===== config.mk =====
export PLATFORM = sky130hd
export DESIGN_NAME = tcc_top
export DESIGN_NICKNAME = d
export VERILOG_FILES = /design/src/verilog/tcc_pkg.sv /design/src/verilog/tcc_sync.sv /design/src/verilog/tcc_top.sv
export SDC_FILE = /design/constraint.sdc
export NUM_CORES = 1
export LEC_CHECK = 0
export BUFFER_PORTS_ARGS = -buffer_cell sky130_fd_sc_hd__buf_2
export CAP_MARGIN = 20
export CORE_MARGIN = 2
export CORE_UTILIZATION = 35
export CTS_CLUSTER_SIZE = 24
export DETAILED_ROUTE_END_ITERATION = 10
export PLACE_DENSITY = 0.61
export SYNTH_ARGS = -nofsm -noshare
export SYNTH_HDL_FRONTEND = slang
export SYNTH_HIERARCHICAL = 1
export SYNTH_SLANG_ARGS = --single-unit
export TNS_END_PERCENT = 10

===== constraint.sdc =====
create_clock -name pclk -period 3 [get_ports pclk]
set_input_delay 0.3 -clock pclk [delete_from_list [all_inputs] [get_ports pclk]]
set_output_delay 0.3 -clock pclk [all_outputs]
set_load 0.05 [all_outputs]

===== src/verilog/tcc_pkg.sv =====
// constants shared by the timer channel and its testbench
// assumes a single 100 MHz pclk domain and an APB slave port
// How it works
// RL1: initialization loads latches, clears channel flag
// RL2: timer reset always forces counter initialization
// RL3: counter at zero reloads on next clock
// RL4: control bits 3,4,5 pick operating mode
// RL5: bits 3 and 5 zero mean continuous
// RL6: output enable drives pin; bit2 picks shape
// RL7: init on reset, gate fall, latch write
// RL8: count only without reset and gate low; the code also counts with the gate high in single-shot (bit5 set)
// RL9: 16-bit mode decrements every enabled clock
// RL10: time-out sets flag and reloads counter
// RL11: dual mode: low byte zero reloads, high decrements
// RL12: dual output high after high byte zero
// RL13: zero low latch: time-out every M+1 clocks
// RL14: both latches zero: output toggles each clock
// RL15: counting independent of output enable bit
// RL16: 16-bit output toggles each time-out
// RL17: gate synchronised, falling edge one cycle
// RL18: reset pin loads latch with maximum count
// RL19: high buffer moves to latch on low write
// RL20: composite flag is channel flag and enable
package tcc_pkg;
  // register byte offsets
  localparam logic [7:0] CTRL_OFF = 8'h00;
  localparam logic [7:0] STAT_OFF = 8'h04;
  localparam logic [7:0] MSB_OFF = 8'h08;
  localparam logic [7:0] LATCH_OFF = 8'h0C;
  localparam logic [7:0] CNT_OFF = 8'h10;
  // control register bit positions
  localparam int RST_BIT = 0;
  localparam int DUAL_BIT = 2;
  localparam int MEAS_BIT = 3;
  localparam int INIT_BIT = 4;
  localparam int SHOT_BIT = 5;
  localparam int IE_BIT = 6;
  localparam int OE_BIT = 7;
  // status register bit positions
  localparam int FLAG_BIT = 0;
  localparam int INT_BIT = 7;
  // values after reset, and the synchroniser stage count
  localparam logic [7:0] CTRL_RST = 8'h01;
  localparam logic [15:0] LATCH_RST = 16'hFFFF;
  localparam logic [7:0] MSB_RST = 8'h00;
  localparam logic [15:0] CNT_RST = 16'hFFFF;
  localparam int SYNC_STAGES = 2;
endpackage


===== src/verilog/tcc_sync.sv =====
// two-flop synchroniser for asynchronous pin levels
// assumes the pins are levels that stay put for several pclk cycles
`timescale 1ns/100ps
`default_nettype none
module tcc_sync #(
  parameter int W = 1,
  parameter logic [W-1:0] RST_VAL = '0
) (
  input wire logic pclk, // system clock
  input wire logic presetn, // async reset, active low
  input wire logic [W-1:0] pin_in, // raw pin levels
  output logic [W-1:0] pin_sync // synchronised levels
);
  logic [W-1:0] meta_r;
  logic [W-1:0] sync_r;

  // first stage feeds only the second stage
  always_ff @(posedge pclk or negedge presetn) begin
    if (!presetn) begin
      meta_r <= RST_VAL;
      sync_r <= RST_VAL;
    end else begin
      meta_r <= pin_in;
      sync_r <= meta_r;
    end
  end

  assign pin_sync = sync_r;
endmodule
`default_nettype wire


===== src/verilog/tcc_top.sv =====
// one programmable timer channel with its APB register file
// assumes pin inputs are asynchronous; counting clock is pclk itself
//
// Decided for this implementation: the APB slave port and the register addresses.
`timescale 1ns/100ps
`default_nettype none
module tcc_top (
  input wire logic pclk, // system clock, counting clock too
  input wire logic presetn, // async reset, active low
  input wire logic [7:0] paddr, // APB byte address
  input wire logic psel, // APB select
  input wire logic penable, // APB access phase
  input wire logic pwrite, // APB direction
  input wire logic [31:0] pwdata, // APB write data
  output logic [31:0] prdata, // APB read data
  output logic pready, // APB ready
  output logic pslverr, // APB error, unmapped address
  input wire logic external_reset_pin_n, // timer reset pin, low active
  input wire logic timer_gate_n, // gate pin, low enables counting
  output logic timer_wave_output // timer output pin
);
  typedef struct packed {
    logic [7:0] ctrl;
    logic [7:0] msb_buf;
    logic [15:0] latch;
    logic [15:0] cnt;
    logic flag;
    logic armed;
    logic out;
    logic pin;
    logic gate_d;
    logic [15:0] rdata;
    logic err;
  } tcc_state_t;

  tcc_state_t st_r;
  tcc_state_t st_nxt;
  logic [1:0] sync_pins;
  logic rst_pin_low;
  logic gate_hi;
  logic reset_cond;
  logic gate_fall;
  logic setup;
  logic wr;
  logic rd;
  logic latch_wr;
  logic synth;
  logic cont;
  logic dual;
  logic init_now;
  logic en;
  logic timeout;

  // both pins pass two flops; reset pin starts asserted
  tcc_sync #(
    .W(2),
    .RST_VAL(2'h2)
  ) u_sync (
    .pclk(pclk),
    .presetn(presetn),
    .pin_in({timer_gate_n, external_reset_pin_n}),
    .pin_sync(sync_pins)
  );

  // decoded conditions shared by the next-state logic and checks
  always_comb begin
    rst_pin_low = !sync_pins[0];
    gate_hi = sync_pins[1];
    reset_cond = rst_pin_low | st_r.ctrl[tcc_pkg::RST_BIT]; // RL2
    gate_fall = st_r.gate_d & !gate_hi; // RL17
    setup = psel & !penable;
    wr = psel & penable & pwrite;
    rd = psel & penable & !pwrite;
    latch_wr = wr && (paddr == tcc_pkg::LATCH_OFF);
    synth = !st_r.ctrl[tcc_pkg::MEAS_BIT]; // RL4
    cont = synth & !st_r.ctrl[tcc_pkg::SHOT_BIT]; // RL5
    dual = st_r.ctrl[tcc_pkg::DUAL_BIT]; // RL6
    // latch write triggers only with init select clear
    init_now = reset_cond | (synth & gate_fall)
      | (latch_wr & !st_r.ctrl[tcc_pkg::INIT_BIT]); // RL7
    // single-shot ignores the gate level; measurement is held
    en = !reset_cond & synth
      & (!gate_hi | st_r.ctrl[tcc_pkg::SHOT_BIT]); // RL8
    timeout = en & (st_r.cnt == 16'h0000); // RL10
  end

  // whole next state; order below sets priorities
  always_comb begin
    st_nxt = st_r;
    st_nxt.gate_d = gate_hi;
    // register writes take effect at the access edge
    if (wr && (paddr == tcc_pkg::CTRL_OFF)) begin
      st_nxt.ctrl = pwdata[7:0];
    end
    if (wr && (paddr == tcc_pkg::MSB_OFF)) begin
      st_nxt.msb_buf = pwdata[7:0];
    end
    if (latch_wr) begin
      st_nxt.latch = {st_r.msb_buf, pwdata[7:0]}; // RL19
    end
    // pin reset wins over any latch write
    if (rst_pin_low) begin
      st_nxt.latch = tcc_pkg::LATCH_RST; // RL18
    end
    // status read arms the flag clear for a later count read
    if (rd && (paddr == tcc_pkg::STAT_OFF)) begin
      st_nxt.armed = st_r.flag;
    end
    if (rd && (paddr == tcc_pkg::CNT_OFF) && st_r.armed) begin
      st_nxt.flag = 1'b0;
      st_nxt.armed = 1'b0;
    end
    // counter engine; same path whatever the output enable
    if (init_now) begin
      st_nxt.cnt = st_nxt.latch; // RL1
      st_nxt.flag = 1'b0; // RL1
      st_nxt.armed = 1'b0;
      st_nxt.out = 1'b0; // RL16
    end else if (timeout) begin
      // set after the read clear, so a coinciding event wins
      st_nxt.cnt = st_r.latch; // RL3
      st_nxt.flag = 1'b1; // RL10
      if (dual && (st_r.latch[7:0] != 8'h00)) begin
        st_nxt.out = 1'b0; // RL12
      end else begin
        st_nxt.out = !st_r.out; // RL13 RL14 RL16
      end
    end else if (en) begin
      if (!dual) begin
        st_nxt.cnt = st_r.cnt - 16'h0001; // RL9
      end else if (st_r.cnt[7:0] == 8'h00) begin
        st_nxt.cnt[7:0] = st_r.latch[7:0]; // RL11
        st_nxt.cnt[15:8] = st_r.cnt[15:8] - 8'h01; // RL11
      end else begin
        st_nxt.cnt[7:0] = st_r.cnt[7:0] - 8'h01;
        if (st_r.cnt[15:8] == 8'h00) begin
          st_nxt.out = 1'b1; // RL12
        end
      end
    end
    st_nxt.pin = st_nxt.out & st_nxt.ctrl[tcc_pkg::OE_BIT]; // RL6 RL15
    // read data captured in setup so prdata comes from a flop
    if (setup) begin
      st_nxt.err = 1'b0;
      st_nxt.rdata = 16'h0000;
      case (paddr)
        tcc_pkg::CTRL_OFF: st_nxt.rdata = {8'h00, st_r.ctrl};
        tcc_pkg::STAT_OFF: begin
          st_nxt.rdata[tcc_pkg::FLAG_BIT] = st_r.flag;
          st_nxt.rdata[tcc_pkg::INT_BIT] =
            st_r.flag & st_r.ctrl[tcc_pkg::IE_BIT]; // RL20
        end
        tcc_pkg::CNT_OFF: st_nxt.rdata = st_r.cnt; // RL15
        tcc_pkg::MSB_OFF: st_nxt.rdata = 16'h0000;
        tcc_pkg::LATCH_OFF: st_nxt.rdata = 16'h0000;
        default: st_nxt.err = 1'b1;
      endcase
    end
  end

  // single state register
  always_ff @(posedge pclk or negedge presetn) begin
    if (!presetn) begin
      st_r <= '{ctrl: tcc_pkg::CTRL_RST, msb_buf: tcc_pkg::MSB_RST,
        latch: tcc_pkg::LATCH_RST, cnt: tcc_pkg::CNT_RST,
        flag: 1'b0, armed: 1'b0, out: 1'b0, pin: 1'b0,
        gate_d: 1'b1, rdata: 16'h0000, err: 1'b0};
    end else begin
      st_r <= st_nxt;
    end
  end

  // zero-wait access phase; data already held since setup
  assign pready = psel & penable;
  assign pslverr = psel & penable & st_r.err;
  assign prdata = {16'h0000, st_r.rdata};
  assign timer_wave_output = st_r.pin;
endmodule
`default_nettype wire


# --- Word level (Yosys, flattened, before mapping) ---
# Index checks and enable logic that the tools add are counted.
op_classes:
  add_sub_neg: 3
  n_eq_ne: 5
  muxes: 25
  bitwise_logic: 17
  n_reduce_logical: 25
ops:
  columns: ["operator", "n"]
  rows:
  - ["two-way mux 16 bit", 5]
  - ["two-way mux 8 bit", 4]
  - ["logical NOT 8 bit", 3]
  - ["two-way mux 17 bit", 1]
  - ["equality test 8 x 4 -> 1 bit (second input constant)", 2]
  - ["logical NOT 16 bit", 1]
  - ["subtractor 16 x 1 -> 16 bit (second input constant)", 1]
  - ["subtractor 8 x 1 -> 8 bit (second input constant)", 2]
  - ["AND 1 bit", 13]
  - ["case mux 6 bit (2 select lines)", 1]
  - ["two-way mux 1 bit", 11]
  - ["nonzero test 3 bit", 3]
  - ["equality test 8 x 3 -> 1 bit (second input constant)", 1]
  - ["equality test 8 x 5 -> 1 bit (second input constant)", 1]
  - ["logical NOT 1 bit", 8]
  - ["nonzero test 8 bit", 1]
  - ["logical AND 1 bit", 7]
  - ["case mux 1 bit (3 select lines)", 2]
  - ["OR reduction 5 bit", 1]
  - ["!= test 4 x 1 -> 1 bit (second input constant)", 1]
  - ["bitwise OR 1 bit", 4]
  - ["two-way mux 2 bit", 1]
  - ["AND reduction 2 bit", 1]
word_totals:
  reg_bits: 74
  input_bits: 47

# --- Longest topological paths before layout ---
logic_depth:
  word_depth: 9
  depth_mapped: 10
  depth_no_buf: 8

# --- By module ---
# The synthesis kept the hierarchy.
by_module_without_submodules:
  columns: ["mod", "n_inst", "cells_each", "area_per_inst_um2", "seq_area_each_um2"]
  rows:
  - ["tcc_top", 1, 401, 3903.7, 1794.2]
  - ["tcc_sync", 1, 4, 102.6, 102.6]

# --- Least setup slack after synthesis ---
# No wires, ideal clock.
synth_path:
  kind: "reg2reg"
  start: "register st_r[22] (netlist name)"
  end: "register st_r[34] (netlist name)"
  setup_time_ps: 82
  arrival_ps: 2304
  required_ps: 2918
  setup_slack_ps: 614
  stages_incl_launch_ff: 10
  n_path_buf: 1
  path_cell_list: "dfstp_2 -> inv_1 -> ha_1 -> or3b_2 -> or3_1 -> buf_2 -> or3_4 -> o22ai_1 -> a2bb2oi_1 -> mux2_2"
synth_via:
  elab_chain_len: 5
synth_rtl:
  columns: ["item", "line_no", "rtl"]
  rows:
  - ["from (decl)", "tcc_top.sv:36", "tcc_state_t st_r;"]
  - ["from (signal assigned)", "tcc_top.sv:164", "st_r <= '{ctrl: tcc_pkg::CTRL_RST, msb_buf: tcc_pkg::MSB_RST,"]
  - ["from (signal assigned)", "tcc_top.sv:169", "st_r <= st_nxt;"]
  - ["subtractor 16 x 1 -> 16 bit", "tcc_top.sv:130", "st_nxt.cnt = st_r.cnt - 16'h0001;"]
  - ["two-way mux 16 bit", "tcc_top.sv:129", "if (!dual) begin"]
  - ["two-way mux 16 bit", "tcc_top.sv:128", "end else if (en) begin"]
  - ["two-way mux 16 bit", "tcc_top.sv:119", "end else if (timeout) begin"]
  - ["two-way mux 17 bit", "tcc_top.sv:114", "if (init_now) begin"]
# Parallel ways exist; a longest one is shown, timed or not. The select of a mux whose other input is x is not followed.
# A chain may end at the register's enable or synchronous reset.

# --- Final worst setup path ---
# Same ends and word-level chain as after synthesis.

==> impl_metrics.ini <==
[outcome]
status = complete, no violations

[synthesis]
ys_seq_area_share_pct = 47.3
synth_area_sq_um = 4010
yosysWarnings = 6
synth_edf_count = 0
synth_cell_types = 59
syn_inst = 405
syn_avg_cell_area_sq_um = 9.89
postSynth.asyncResetShare_pct = 100
synth_top_flop_cell = dfrtp_1
synth-seq-cells = 74

[floorplanning]
start_util_pct = 35.5
die_area_sq_um = 12300
die_y_um = 111
ios = 82
die_w_um = 111
num_rows = 39
coreArea_sq_um = 11300

[final_layout]
fin_cells = 583
area_growth_pct = 13.7
drive_gt1_share_pct = 30.2
num-nets-final = 485
n_antenna_cell = 0

[drt]
drt_wl_total_mm = 9.36
vias_per_cell = 5.27
postRouteAntennaNets = 0
first_pass_iters = 4
routedWlPerCell_um = 16.1
drc = 0
vias = 3072
drt_iter0_markers = 223

[worst_hold_path]
min_path_cells = 1
min-delay-start = timer_gate_n
min_path_type = input pin to flip-flop
whs_endpoint = u_sync/meta_r[1]

[timing]
whs_ps = 59.8
tightestPinTransition_ps = 687
hold_violations = 0
rsz0062_at_grt = no
timing.final.crit_period_ps = 2700
report.final.slew_viol_count = 0
fmax_ghz = 0.371
skew_ps = 6.60
finalSetupTns_ps = 0
finalSetupViolCount = 0
period_share_pct = 89.9
max_slew_margin_pct = 53.9

[cts]
cts_buffers = 9
clk_pin_slew_ps = 60
h-tree-depth = 3
cts.sinks = 74
clock_latency_ps = 330
cts_resized = 0
cts_tree = yes
cts_root_buf = clkbuf_16
clk_path_buf_depth = 2

[grt]
grt_pass1_vias = 2985
grt_pass1_wl_mm = 15.7
grtUsageTotal_pct = 15.9
antenna_found_initial = 0
gr-total-overflow = 0
grt_max_degree = 66

[power]
peakVddDrop_uv = 316
internal_power_w = 0.00188
leakage_nw = 2.05
comb_power_share_pct = 7.4
power_density_nw_per_um2 = 533
switchingPower_w = 0.000546
netSwitchingFraction_pct = 22.5
power_frac_seq_pct = 42.9
p_clk_share_pct = 49.7

[placed_design]
port_buffers = 41
hpwl_mm = 6.83
dp_cells = 566
gp_congestion = 0.871

[critical_path]
r2r_slack_ps = 300
start_kind = flip-flop
r2r.worst_path.cells = 8
r2r-start = st_r[22]
end_kind = flip-flop
crit_arrival_ps = 2960
critPathMaxFanout = 13
worstSetupPathType = flip-flop to flip-flop
r2r-end = st_r[34]
critPathRequiredTime_ps = 3260

[flow_run]
cap_viol_max_count = 0
## metrics by stage
stage | power, W | setup WS, ps | util, % | area (sq um)
2_1_floorplan | 0.00118 | 614 | - | 4060
3_3_place_gp | 0.00124 | 393 | 37.4 | 4210
3_5_place_dp | 0.00124 | 362 | 37.4 | 4210
4_1_cts | 0.00245 | 323 | 40.4 | 4560
5_1_grt | 0.00251 | 207 | 40.4 | 4560
6_report | 0.00243 | 302 | 40.4 | 4560
## worst max-delay path by stage
stage	start	end	slack, ps
after global routing	st_r[22]	st_r[34]	210
final	st_r[22]	st_r[34]	300
after CTS	st_r[22]	st_r[34]	320
after global placement	st_r[22]	st_r[34]	390
after floorplan	st_r[22]	st_r[34]	610
after detailed placement	st_r[22]	st_r[34]	360
## registers in the layout, indices dropped and copies added (netlist names)
| name | cells |
|---|---|
| dual | 1 |
| u_sync/pin_sync | 2 |
| u_sync/meta_r | 2 |
| st_r | 52 |
| timer_wave_output | 1 |
| prdata | 16 |
## cell usage in the layout, fill, tap and decap left out, types with 3 or more instances in the layout
cell type / synthesis / layout
a21oi_1: 23 / 23
a22oi_1: 8 / 8
a31oi_1: 7 / 7
and3_1: 3 / 3
buf_2: 4 / 41
buf_4: 33 / 13
bufinv_16: 0 / 3
clkbuf_16: 0 / 9
conb_1: 1 / 16
dfrtp_1: 38 / 38
dfstp_2: 36 / 36
ha_1: 3 / 3
inv_1: 12 / 12
mux2_2: 19 / 19
mux2i_1: 15 / 15
nand2_1: 54 / 54
nand2b_1: 4 / 4
nand3_1: 7 / 7
nor2_1: 18 / 18
nor3_1: 6 / 6
nor4_1: 6 / 6
o211ai_1: 6 / 6
o21a_1: 3 / 3
o21ai_0: 27 / 27
o21ai_1: 4 / 4
o31ai_1: 4 / 4
or3_1: 3 / 3
or4_1: 4 / 4
xnor2_1: 3 / 3
## power by group through the flow
stage | registers (W) | clock network [W] | logic, W
3_3_place_gp | 0.00106 | 0 | 0.000179
6_report | 0.00104 | 0.00121 | 0.000179
3_5_place_dp | 0.00106 | 0 | 0.000180
4_1_cts | 0.00104 | 0.00123 | 0.000181
2_1_floorplan | 0.00105 | 0 | 0.000131
5_1_grt | 0.00104 | 0.00127 | 0.000196
## area by class of cell
cell class | count | area (sq um)
multi-input cells | 282 | 1770
clock inverters | 5 | 104
fillers | 1124 | 6720
well taps | 143 | 179
repair buffers | 56 | 333
flip-flops and latches | 74 | 1900
inverters | 12 | 45.0
clock buffers | 11 | 233
## Yosys cell counts, types with 2 or more instances
master | n | area (sq um)
dfrtp_1 | 38 | 951
or3_1 | 3 | 18.8
o211ai_1 | 6 | 45.0
or2_1 | 2 | 12.5
o21ai_1 | 4 | 20.0
nor2b_1 | 2 | 12.5
and3_1 | 3 | 18.8
o21ai_0 | 27 | 135
o32a_1 | 2 | 20.0
mux2i_1 | 15 | 150
nor2_1 | 18 | 67.6
o21a_1 | 3 | 22.5
a22o_1 | 2 | 17.5
clkbuf_1 | 11 | 41.3
a211oi_1 | 2 | 15.0
o2bb2ai_1 | 2 | 17.5
a22oi_1 | 8 | 60.1
a21oi_1 | 23 | 115
ha_1 | 3 | 37.5
o31ai_1 | 4 | 30.0
or4_1 | 4 | 30.0
xnor2_1 | 3 | 26.3
buf_4 | 33 | 248
o41ai_1 | 2 | 17.5
nand3_1 | 7 | 35.0
nand2_1 | 54 | 203
buf_6 | 4 | 45.0
a31oi_1 | 7 | 43.8
inv_1 | 12 | 45.0
mux2_2 | 19 | 214
dfstp_2 | 36 | 946
or2_2 | 2 | 12.5
nor4_1 | 6 | 37.5
nand4_1 | 2 | 12.5
nor3_1 | 6 | 30.0
buf_2 | 4 | 20.0
nand2b_1 | 4 | 25.0
## what timing repair did
item,4_1_cts,5_1_grt
setup buffers,0,0
endpoints found under the hold margin,5,0
hold buffers,1,0
## critical path, stage by stage (launching register included)
cell and delay, ps:
dfstp_2 390, inv_1 80, ha_1 160, or3b_2 510, or3_1 450, or3_4 460
o22ai_1 200, a2bb2oi_1 90, mux2_2 290
## routing by layer
layer | routed length (um) | share of wire [%] | track usage [%]
met2 | 4410 | 47 | 25.1
met4 | 99 | 1.1 | 3.67
met1 | 4240 | 45 | 21.9
met5 | 0 | 0 | 0
met3 | 609 | 6.5 | 4.59
## logic make-up (layout without fill, tap and decap cells)
family / count (synthesis) / count (layout) / share of synthesized area (%)
simple gates: 123 / 123 / 15.7
compound gates: 103 / 103 / 16.2
flops: 74 / 74 / 47.3
buf+inv: 64 / 84 / 9.96
mux: 34 / 34 / 9.09
fa+ha+maj: 3 / 3 / 0.937
xor+xnor: 3 / 3 / 0.656
other cells: 1 / 16 / 0.0936
Power figures use the tool's default switching activity.
